$ cat src/wbca_pkg.sv
// package: constants and types for the word bus cycle adapter
package wbca_pkg;
  localparam int unsigned CLK_PERIOD_NS = 10;
  localparam int unsigned STATUS_HOLD_CLKS = 2;
  localparam int unsigned DONE_HOLD_CLKS = 2;
  localparam int unsigned HOLD_TIME_NS = 25;
  localparam logic [1:0] WAIT_CNT_W0 = 2'h0;
  localparam logic [1:0] WAIT_CNT_W1 = 2'h1;
  localparam logic [1:0] WAIT_CNT_W2 = 2'h2;
  localparam logic [1:0] WAIT_CNT_MAX = 2'h3;
  localparam logic [1:0] DEFAULT_WAITS = 2'h2;
  localparam int unsigned LANE0 = 0;
  localparam int unsigned LANE1 = 1;
  localparam int unsigned LANE2 = 2;
  localparam int unsigned LANE3 = 3;
  typedef enum logic [2:0] {
    WBCA_IDLE = 3'h1,
    WBCA_WAIT = 3'h2,
    WBCA_DONE = 3'h4
  } wbca_state_type;
endpackage : wbca_pkg

$ cat src/wbca_lane_if.sv
// interface: byte lane translation signals between top and lane decoder
`timescale 1ns/1ns
`default_nettype none
interface wbca_lane_if;
  logic [3:0] byte_lane_enables_n;
  logic word_select;
  logic upper_byte_strobe_n;
  logic lower_byte_strobe_n;
  modport dec (input byte_lane_enables_n, output word_select, output upper_byte_strobe_n,
               output lower_byte_strobe_n);
  modport top (output byte_lane_enables_n, input word_select, input upper_byte_strobe_n,
               input lower_byte_strobe_n);
endinterface : wbca_lane_if
`default_nettype wire

$ cat src/wbca_lane_dec.sv
// module: byte lane enables to word select and byte strobes
`timescale 1ns/1ns
`default_nettype none
module wbca_lane_dec
  import wbca_pkg::*;
(
  wbca_lane_if.dec lanes
);
  logic [3:0] act;
  assign act = ~lanes.byte_lane_enables_n;
  // low pair busy selects the even word; else the odd word
  assign lanes.word_select = ~(act[LANE0] | act[LANE1]);
  assign lanes.lower_byte_strobe_n =
    ~(act[LANE0] | (act[LANE2] & ~act[LANE0] & ~act[LANE1]));
  assign lanes.upper_byte_strobe_n =
    ~(act[LANE1] | (act[LANE3] & ~act[LANE0] & ~act[LANE1]));
endmodule : wbca_lane_dec
`default_nettype wire

$ cat src/wbca_adapter.sv
// module: top of the word bus cycle adapter
//
// Function
// - lower strobe for lane 0 or lone 2
// - upper strobe for lane 1 or lone 3
// - word select low for lanes 0/1
// - illegal lane patterns give any outputs
// - status from cycle type and wait ticks
// - wait ticks mark first and second waits
// - status valid two full clocks
// - sequencer done only after required wait count; acknowledge follows request
// - half-rate clock divides clock by two
// - done acknowledge lasts two clocks
// - pulse flag loads request and half clock
// - done when request and half clock, or flag
// - one select for controller and arbiter
`timescale 1ns/1ns
`default_nettype none
module wbca_adapter
  import wbca_pkg::*;
(
  // clock and reset
  input wire logic clk,
  input wire logic reset_n,
  input wire logic clk_en,
  // processor cycle start and type
  input wire logic cycle_start,
  input wire logic legacy_cycle,
  input wire logic data_code,
  input wire logic mem_io,
  input wire logic write_read,
  input wire logic [3:0] byte_lane_enables_n,
  input wire logic [1:0] wait_count,
  // external done request
  input wire logic async_done_request,
  // translated bus
  output logic word_select,
  output logic upper_byte_strobe_n,
  output logic lower_byte_strobe_n,
  output logic cycle_status_low_n,
  output logic cycle_status_high_n,
  output logic first_wait_tick,
  output logic second_wait_tick,
  output logic half_rate_clk,
  output logic legacy_select,
  output logic system_bus_mode_strap,
  output logic done_ack_n
);
  ////////////////////////////////////////////////////////////////////////////////
  wbca_lane_if lanes ();
  wbca_state_type state_r;
  logic [1:0] wait_cnt_r;
  logic [1:0] wait_need_r;
  logic done_pulse_flag_r;
  logic half_clk_r;
  logic done_now;
  logic wait_over;

  // one wait state of the current cycle, picked by its count
  function automatic logic wait_at(input wbca_state_type s, input logic [1:0] c, input logic [1:0] w);
    wait_at = (s == WBCA_WAIT) && (c == w);
  endfunction : wait_at

  // status stands over both ticks, which is what gives it two full clocks
  function automatic logic status_window(input wbca_state_type s, input logic [1:0] c);
    status_window = wait_at(s, c, WAIT_CNT_W1) || wait_at(s, c, WAIT_CNT_W2);
  endfunction : status_window

  assign lanes.byte_lane_enables_n = byte_lane_enables_n;
  wbca_lane_dec u_dec (.lanes(lanes));

  assign done_now = async_done_request & half_clk_r;
  assign wait_over = (state_r == WBCA_WAIT) && (wait_cnt_r >= wait_need_r);

  ////////////////////////////////////////////////////////////////////////////////
  // half-rate clock divider
  // frozen with clk_en, so it stays a phase of the enabled clock
  always_ff @(posedge clk or negedge reset_n) begin
    if (!reset_n) begin
      half_clk_r <= 1'b0;
    end else if (clk_en) begin
      half_clk_r <= ~half_clk_r;
    end
  end

  ////////////////////////////////////////////////////////////////////////////////
  // cycle sequencer and wait counter
  always_ff @(posedge clk or negedge reset_n) begin
    if (!reset_n) begin
      state_r <= WBCA_IDLE;
      wait_cnt_r <= WAIT_CNT_W0;
      wait_need_r <= DEFAULT_WAITS;
    end else if (clk_en) begin
      unique case (state_r)
        WBCA_IDLE: begin
          if (cycle_start) begin
            state_r <= WBCA_WAIT;
            wait_cnt_r <= WAIT_CNT_W1;
            // two waits minimum so status holds two clocks
            wait_need_r <= (wait_count < WAIT_CNT_W2) ? WAIT_CNT_W2 : wait_count;
          end
        end
        WBCA_WAIT: begin
          if (wait_over) begin
            state_r <= WBCA_DONE;
          end else if (wait_cnt_r != WAIT_CNT_MAX) begin
            wait_cnt_r <= wait_cnt_r + 2'h1;
          end
        end
        WBCA_DONE: begin
          state_r <= WBCA_IDLE;
          wait_cnt_r <= WAIT_CNT_W0;
        end
        default: begin
          state_r <= WBCA_IDLE;
        end
      endcase
    end
  end

  ////////////////////////////////////////////////////////////////////////////////
  // registered outputs: lanes, wait ticks, status, select
  always_ff @(posedge clk or negedge reset_n) begin
    if (!reset_n) begin
      word_select <= 1'b0;
      upper_byte_strobe_n <= 1'b1;
      lower_byte_strobe_n <= 1'b1;
      first_wait_tick <= 1'b0;
      second_wait_tick <= 1'b0;
      cycle_status_low_n <= 1'b1;
      cycle_status_high_n <= 1'b1;
      legacy_select <= 1'b0;
      half_rate_clk <= 1'b0;
      system_bus_mode_strap <= 1'b0;
    end else if (clk_en) begin
      word_select <= lanes.word_select;
      upper_byte_strobe_n <= lanes.upper_byte_strobe_n;
      lower_byte_strobe_n <= lanes.lower_byte_strobe_n;
      first_wait_tick <= wait_at(state_r, wait_cnt_r, WAIT_CNT_W1);
      second_wait_tick <= wait_at(state_r, wait_cnt_r, WAIT_CNT_W2);
      // low_n for memory write or code fetch; high_n for reads or i/o
      cycle_status_low_n <= ~(status_window(state_r, wait_cnt_r) &
        (write_read | ~data_code) & mem_io);
      cycle_status_high_n <= ~(status_window(state_r, wait_cnt_r) &
        (~write_read | ~mem_io));
      legacy_select <= legacy_cycle;
      half_rate_clk <= ~half_clk_r;
      system_bus_mode_strap <= 1'b0;
    end
  end

  ////////////////////////////////////////////////////////////////////////////////
  // done acknowledge, stretched to two clocks by the pulse flag
  // limitation: follows the request and half clock, not the sequencer; the far side must not ask before its waits are over
  always_ff @(posedge clk or negedge reset_n) begin
    if (!reset_n) begin
      done_pulse_flag_r <= 1'b0;
      done_ack_n <= 1'b1;
    end else if (clk_en) begin
      done_pulse_flag_r <= done_now;
      done_ack_n <= ~(done_now | done_pulse_flag_r);
    end
  end

  ////////////////////////////////////////////////////////////////////////////////
  // assertions
  AST_DONE_STRETCH: assert property (@(posedge clk) disable iff (!reset_n)
    clk_en && done_now |=> (!done_ack_n) [*2])
    else $error("done ack not held after pulse");
  AST_DONE_CAUSE: assert property (@(posedge clk) disable iff (!reset_n)
    clk_en && !done_now && !done_pulse_flag_r |=> done_ack_n)
    else $error("done ack without cause");
  AST_FLAG_LOAD: assert property (@(posedge clk) disable iff (!reset_n)
    clk_en |=> done_pulse_flag_r == $past(done_now))
    else $error("pulse flag not loaded");
  AST_HALF_TOGGLE: assert property (@(posedge clk) disable iff (!reset_n)
    clk_en |=> half_clk_r != $past(half_clk_r))
    else $error("half clock did not toggle");
  AST_TICK_ORDER: assert property (@(posedge clk) disable iff (!reset_n)
    clk_en && first_wait_tick ##1 clk_en |-> second_wait_tick)
    else $error("second tick not after first");
  AST_STATUS_TWO: assert property (@(posedge clk) disable iff (!reset_n)
    $fell(cycle_status_high_n) && clk_en |=> !cycle_status_high_n)
    else $error("status shorter than two clocks");
  AST_LANE_EVEN: assert property (@(posedge clk) disable iff (!reset_n)
    clk_en && (byte_lane_enables_n[LANE0] == 1'b0) |=> !word_select && !lower_byte_strobe_n)
    else $error("lane 0 not on even word low byte");
  AST_LANE_ODD: assert property (@(posedge clk) disable iff (!reset_n)
    clk_en && (byte_lane_enables_n == 4'h7) |=> word_select && !upper_byte_strobe_n)
    else $error("lone lane 3 mistranslated");
  AST_DONE_AFTER_WAIT: assert property (@(posedge clk) disable iff (!reset_n)
    state_r == WBCA_DONE |-> $past(wait_cnt_r) >= WAIT_CNT_W2)
    else $error("cycle ended before waits");
  AST_STATUS_LOW_TWO: assert property (@(posedge clk) disable iff (!reset_n)
    $fell(cycle_status_low_n) && clk_en |=> !cycle_status_low_n)
    else $error("low status shorter than two clocks");
  AST_STATUS_IDLE: assert property (@(posedge clk) disable iff (!reset_n)
    clk_en && state_r == WBCA_IDLE |=> cycle_status_low_n && cycle_status_high_n)
    else $error("status active outside a cycle");
  AST_TICK_ONE: assert property (@(posedge clk) disable iff (!reset_n)
    !(first_wait_tick && second_wait_tick))
    else $error("both wait ticks at once");
  AST_WAIT_NO_SKIP: assert property (@(posedge clk) disable iff (!reset_n)
    clk_en && state_r == WBCA_WAIT |=> state_r != WBCA_IDLE)
    else $error("cycle left wait without done");
  AST_SELECT_FOLLOW: assert property (@(posedge clk) disable iff (!reset_n)
    clk_en |=> legacy_select == $past(legacy_cycle))
    else $error("legacy select does not follow decoder");
  AST_LANE_PAIR_HI: assert property (@(posedge clk) disable iff (!reset_n)
    clk_en && (byte_lane_enables_n == 4'h3) |=> word_select && !upper_byte_strobe_n && !lower_byte_strobe_n)
    else $error("upper lane pair mistranslated");
  AST_FREEZE: assert property (@(posedge clk) disable iff (!reset_n)
    !clk_en |=> $stable(half_clk_r) && $stable(state_r) && $stable(done_ack_n))
    else $error("state moved while clock enable low");

  // cover points
  COV_CYCLE: cover property (@(posedge clk) state_r == WBCA_DONE);
  COV_DONE: cover property (@(posedge clk) !done_ack_n ##1 !done_ack_n);
  COV_ODD: cover property (@(posedge clk) word_select && !lower_byte_strobe_n);
  COV_WAIT3: cover property (@(posedge clk) state_r == WBCA_WAIT && wait_cnt_r == WAIT_CNT_MAX);
  COV_LOW_TWO: cover property (@(posedge clk) !cycle_status_low_n ##1 !cycle_status_low_n);
endmodule : wbca_adapter
`default_nettype wire

$ cat config.mk
export PLATFORM = sky130hd
export DESIGN_NAME = wbca_adapter
export DESIGN_NICKNAME = d
export VERILOG_FILES = /design/src/wbca_pkg.sv /design/src/wbca_lane_if.sv /design/src/wbca_lane_dec.sv /design/src/wbca_adapter.sv
export SDC_FILE = /design/constraint.sdc
export NUM_CORES = 1
export LEC_CHECK = 0
export BUFFER_PORTS_ARGS = -buffer_cell sky130_fd_sc_hd__buf_4
export CORE_MARGIN = 2
export CORE_UTILIZATION = 49
export CTS_BUF_LIST = sky130_fd_sc_hd__clkbuf_4 sky130_fd_sc_hd__clkbuf_8 sky130_fd_sc_hd__clkbuf_16
export CTS_CLUSTER_SIZE = 28
export DETAILED_ROUTE_END_ITERATION = 8
export GPL_ROUTABILITY_DRIVEN = 0
export GPL_TIMING_DRIVEN = 1
export PLACE_DENSITY = 0.8
export SETUP_SLACK_MARGIN = 0.2
export SLEW_MARGIN = 20
export SYNTH_ARGS = -nofsm -noshare
export SYNTH_HDL_FRONTEND = slang
export SYNTH_SLANG_ARGS = --single-unit
$ cat constraint.sdc
create_clock -name clk -period 2.2 [get_ports clk]
set_clock_uncertainty 0.1 [all_clocks]
set_input_delay 0.11 -clock clk [delete_from_list [all_inputs] [get_ports clk]]
set_output_delay 0.11 -clock clk [all_outputs]
set_load 0.1 [all_outputs]
# After elaboration in Yosys (flattened, before gate mapping)
# Index checks and enable logic that the tools add are counted.
# word_totals
word_cells	70
reg_bits	18
output_inout_bits	11
inputBits	15
# classes
addsub	1
reduce_logical	8
n_eq_ne	10
n_lt_le_gt_ge	2
muxes	8
bitwise	27
# ops
op	count
$not 1->1	12
$and 1x1->1	8
$mux 2	4
$ne 2x2->1 const B	4
$mux 3	2
$or 1x1->1	6
$pmux 2 s3	1
$pmux 3 s2	1
$reduce_and 3->1	2
$reduce_and 5->1	1
$not 4->4	1
$eq 3x1->1 const B	1
$eq 3x2->1 const B	1
$eq 3x3->1 const B	1
$logic_and 1x1->1	3
$reduce_bool 3->1	1
$add 2x1->2 const B	1
$eq 2x1->1 const B	1
$eq 2x2->1 const B	1
$ge 2x2->1	1
$lt 2x2->1 const B	1
$ne 2x1->1 const B	1
$logic_or 1x1->1	1

# Depth between registers and ports, before layout
# logic_depth
word_depth	6
mapped_depth	6
depth_no_buf	6

# By module
# From an unflattened synthesis, not the netlist that was laid out.
# hier_totals
cells_unflattened	84
hier_area_um2	888.4
# by_module_without_submodules
mod	cells_each	seq_area_each_um2	area_per_inst_um2	n_inst
wbca_adapter	79	432.9	859.6	1
wbca_lane_dec	5	0.0	28.8	1

# Worst setup path after synthesis
# OpenSTA, ideal clock, no wires.
# synth_path
path_kind	register to register
start	register wait_cnt_r[0]
end	register wait_cnt_r[0]
path_stages_with_launch	7
path_buffers	0
setup_ns	0.099
setup_slack_ns	0.612
period_less_slack_ns	1.588
t_required_ns	2.001
t_arrival_ns	1.389
cell_sequence	dfrtp_1 inv_1 ha_1 nand2b_1 a211oi_1 a311oi_1 a311oi_1
# synth_between
elab_chain_cells	4
word_cells_on_any_way	10
cone_classes	add/sub (1); order compare (1); eq/ne (3); mux (3); reduce/logical (2)
# synth_rtl
item	line_no	source
from (decl)	wbca_adapter.sv:52	logic [1:0] wait_cnt_r;
from (signal assigned)	wbca_adapter.sv:107	wait_cnt_r <= wait_cnt_r + 2'h1;
$add 2x1->2 / $ge 2x2->1 (equally long branches)	wbca_adapter.sv:107, wbca_adapter.sv:73	
$mux 2 / $logic_and 1x1->1 (equally long branches)	wbca_adapter.sv:106, wbca_adapter.sv:73	
$mux 2 / $ne 2x2->1 (equally long branches)	-	
$pmux 2 s3 / $reduce_and 5->1 (equally long branches)	-	
# Several ways; a longest one is shown, not always the timed one. The select of a mux whose other input is x is not followed.
# A chain may end at the register's enable or synchronous reset.

# Final worst setup path
# layout_path
start	register wait_cnt_r[1]
end	register cycle_status_low_n
# layout_between
elab_chain_cells	6
word_cells_on_any_way	8
cone_classes	eq/ne (2); bitwise (3); reduce/logical (3)
# layout_rtl
item	line_no	source
$eq 2x1->1 / $eq 2x2->1 (equally long branches)	wbca_adapter.sv:61	wait_at = (s == WBCA_WAIT) && (c == w);
$logic_and 1x1->1	wbca_adapter.sv:61	
$logic_or 1x1->1 *	wbca_adapter.sv:66	status_window = wait_at(s, c, WAIT_CNT_W1) || wait_at(s, c, WAIT_CNT_W2);
$and 1x1->1 *	wbca_adapter.sv:142	cycle_status_low_n <= ~(status_window(state_r, wait_cnt_r) &
$and 1x1->1 *	wbca_adapter.sv:143	(write_read | ~data_code) & mem_io);
$not 1->1 *	wbca_adapter.sv:142	
to (signal assigned)	wbca_adapter.sv:142	
to (decl)	wbca_adapter.sv:40	output logic cycle_status_low_n,
# Mark *: on every way between the ends. The rest lies on a longest branch, timed or not.

==> results by group <==
Global route
  • Number of global-route vias before repair: between 700 and 800
  • Global-route total usage across every layer: 0.2120
  • Maximum number of pins on one net before global-route repair: 26
  • Global route overflow: 0
  • Antenna violations before repair: 0
  • Wire length of the first global-routing pass: 3132 µm

CTS
  • Number of clock buffers inserted by TritonCTS: 3
  • Clock Sink Count: 17
  • Clock-pin slew on the worst setup and hold paths: 100 ps
  • Clock Tree Buf Depth: 2
  • Root Driver: clkbuf_4
  • CTS tree: done
  • Setup fix buffers added after clock tree synthesis: 0
  • Clock Latency Late Sink: 290 ps
  • CTS H-tree depth: 1

Placement
  • Detail Placement HPWL: 1259 µm
  • Post-place instance area: 1074 µm²
  • Placed Cells incl. Taps: between 100 and 150
  • PortBufs: 24

Critical path
  • Biggest cell delay along the critical path: 570 ps
  • Register-to-Register Path Depth: 5
  • Worst Path Required: 2330 ps
  • Arrival time worst endpoint: around 2000 ps
  • Worst Path Buf+Inv: 2
  • Type of the setup path with the least slack: reg2reg
  • Reg2Reg Launch Point: wait_cnt_r[1]
  • Reg2reg setup slack: 340 ps
  • Worst r2r dst: cycle_status_low_n
  • Top fanout value on the critical path: 7
  • Kind of start point of the critical path: register
  • Crit path capture type: register
  • Crit path max-delay cell type: dlygate4sd3_1
  • Series of cell instances along the critical path: inv_1 -> ha_1 -> o21a_1 -> a31oi_1 -> dlygate4sd3_1
  • Crit-path leading delay family: buffers and inverters

Synthesis
  • Post-synth cell types: 32
  • Number of enable-type register cells in the synthesized netlist: 0
  • Yosys warnings: 0
  • Post-Synthesis Cells: 90
  • Synth Net Count: 109
  • Synth Register Bits: 17
  • Mean area per synthesized cell: 9.815 µm²
  • Primary FF master, synth: dfrtp_1
  • Mapped Area: 883.3 µm²
  • Share of the yosys chip area belonging to registers: 0.4901
  • Fraction of registers with async set or reset after synthesis: 1.000

Cells and area
  • Fill cell count: 125
  • Number of nets in the layout: 146
  • Final non-filler cell area: 1229 µm²
  • Share of post-route cells with drive strength above 1: 0.3175
  • Number of standard cells in the final layout excluding fillers: about 150
  • Antenna fix cells: 0
  • Area growth from synthesis to layout: 39.09%

Outcome
  • Outcome: finished, final reports clean

Pwr
  • Cell internal pwr: 0.6920 mW
  • Leakage power total: 0.5580 nW
  • Pwr/cell area: 1052 nW/µm²
  • Fraction of power consumed by combinational cells: 0.471
  • Switching fraction of total power: 0.4645
  • Final Total Pwr: 1.292 mW
  • Net switching power of the design: 0.6001 mW
  • Peak ir drop on the vdd network: 0.0006981 V
  • Sequential cell fraction of total power: 0.388
  • Clk network pwr share: 0.141

Detailed routing
  • Avg Vias per Cell: 5.179
  • First-pass detailed-route iteration total: 4
  • Wire per inst: 12.37 µm
  • Number of nets still failing antenna checks after routing: 0
  • Total number of vias: 782
  • DR DRC count: 0
  • Detailed Route Iter0 Violations: 23
  • Wirelength, routed: 1868 µm

Floorplan
  • Chip height: 46.46 µm
  • Standard-cell rows: 15
  • DIE AREA: 2159 µm²
  • I/O Pins: 26
  • Die outline width: 46.46 µm
  • Core Box Area: 1708 µm²
  • Starting density of the core: 0.5172

Timing
  • Clock period minus worst slack: around 1900 ps
  • RSZ-0062 raised after global routing: false
  • Maximum achievable frequency: 0.5368 GHz
  • Final-report max-slew violation count: 0
  • Final Hold Violating Endpoints: 0
  • Setup TNS after final layout: 0 ps
  • Share of the cycle needed by the critical path after routing: 0.8468
  • Final setup viols: 0

Min path
  • Hold Path Depth: 3
  • Hold Startpoint: clk_en
  • Destination of the worst hold path: state_r[0]
  • Tightest Hold Check Type: in2reg

Job
  • Max-cap check violation count: 0
==> metrics by stage <==
stage	worst slack, ps	utilization	hold slack [ps]
after global routing	217.3	0.7194	74.32
after detailed placement	440.8	0.6286	-116.8
after global placement	570.8	0.6286	-117.9
after floorplan	611.6	-	-285.6
final	337.0	0.7194	65.94
after CTS	304.0	0.7106	1.076
==> what timing repair did <==
item	CTS	global route
setup endpoints to repair	0	1
endpoints found under the hold margin	24	1
gates resized for setup	0	1
hold buffers	11	1
==> cell type report <==
class	count	area, µm²	area share
Timing Repair Buffer	36	300.3	0.2444
Multi-Input combinational cell	57	389.1	0.3167
Tap cell	25	31.28	0.02546
Inverter	12	45.04	0.03666
Sequential cell	17	432.9	0.3523
Clock buffer	4	30.03	0.02444
==> cells in the mapped netlist (2+ instances only) <==
cell type,number,area share
inv_1,12,0.051
dfrtp_1,11,0.31
o21ai_0,8,0.045
dfstp_2,6,0.18
a21oi_1,5,0.028
nand3_1,5,0.028
nor2_1,5,0.021
ha_1,4,0.057
mux2_2,3,0.038
nand2_1,3,0.013
nand2b_1,3,0.021
a311oi_1,2,0.020
a31oi_1,2,0.014
buf_2,2,0.011
nor3_1,2,0.011
==> worst register-to-register path, stage by stage (launching register included) <==
cell and delay, ps:
dfrtp_1 470, inv_1 100, ha_1 210, o21a_1 200, a31oi_1 150, dlygate4sd3_1 570
==> worst max-delay path by stage <==
stage	startpoint	depth (start not counted)	slack [ps]	end
finish	wait_cnt_r[1]	5	340	cycle_status_low_n
global route	wait_cnt_r[1]	5	220	cycle_status_low_n
CTS	state_r[2]	5	300	wait_need_r[0]
detailed placement	wait_cnt_r[0]	6	440	wait_cnt_r[0]
global placement	wait_cnt_r[0]	6	570	wait_cnt_r[0]
floorplan	wait_cnt_r[0]	6	610	wait_cnt_r[0]
==> metal layers <==
metal  global-route usage  up-vias  share of wire
met1               0.2628      376           0.43
met4               0.1200        0          0.011
met3              0.04706        4          0.042
li1                     -      379              -
met2               0.3361       23           0.52
met5                    0        -              0
==> power by group through the flow <==
stage	clock network (mW)	registers [mW]	logic, mW
floorplan	0	0.720	0.231
global placement	0	0.496	0.576
detailed placement	0	0.504	0.586
CTS	0.185	0.499	0.603
global route	0.202	0.514	0.653
finish	0.182	0.501	0.608
==> registers in the layout (all words and copies together), names as in the netlist <==
signal,count
cycle_status_high_n,1
cycle_status_low_n,1
done_ack_n,1
done_pulse_flag_r,1
first_wait_tick,1
half_rate_clk,1
legacy_select,1
lower_byte_strobe_n,1
second_wait_tick,1
state_r,3
upper_byte_strobe_n,1
wait_cnt_r,2
wait_need_r,1
word_select,1
==> layout by cell type (no fill, tap or decap), types with 2 or more instances in the layout <==
cell type,synthesis,final
buf_4,1,24
inv_1,12,12
dlygate4sd3_1,0,12
dfrtp_1,11,11
o21ai_0,8,8
dfstp_2,6,6
nor2_1,5,5
nand3_1,5,5
a21oi_1,5,5
ha_1,4,4
clkbuf_4,0,4
mux2_2,3,3
nand2b_1,3,3
nand2_1,3,3
a31oi_1,2,2
a311oi_1,2,2
==> kinds of logic (layout without fill, tap and decap cells) <==
kind of cell    Yosys count  count (layout)  synth area share
xor+xnor                  1               1          0.009917
compound gates           25              25            0.1813
flops                    17              17            0.4901
fa+ha+maj                 4               4           0.05666
buf+inv                  16              52           0.07507
simple gates             23              23            0.1445
other cells               1               1          0.004245
mux                       3               3           0.03824
No activity file was read; power rests on OpenSTA's default activity.
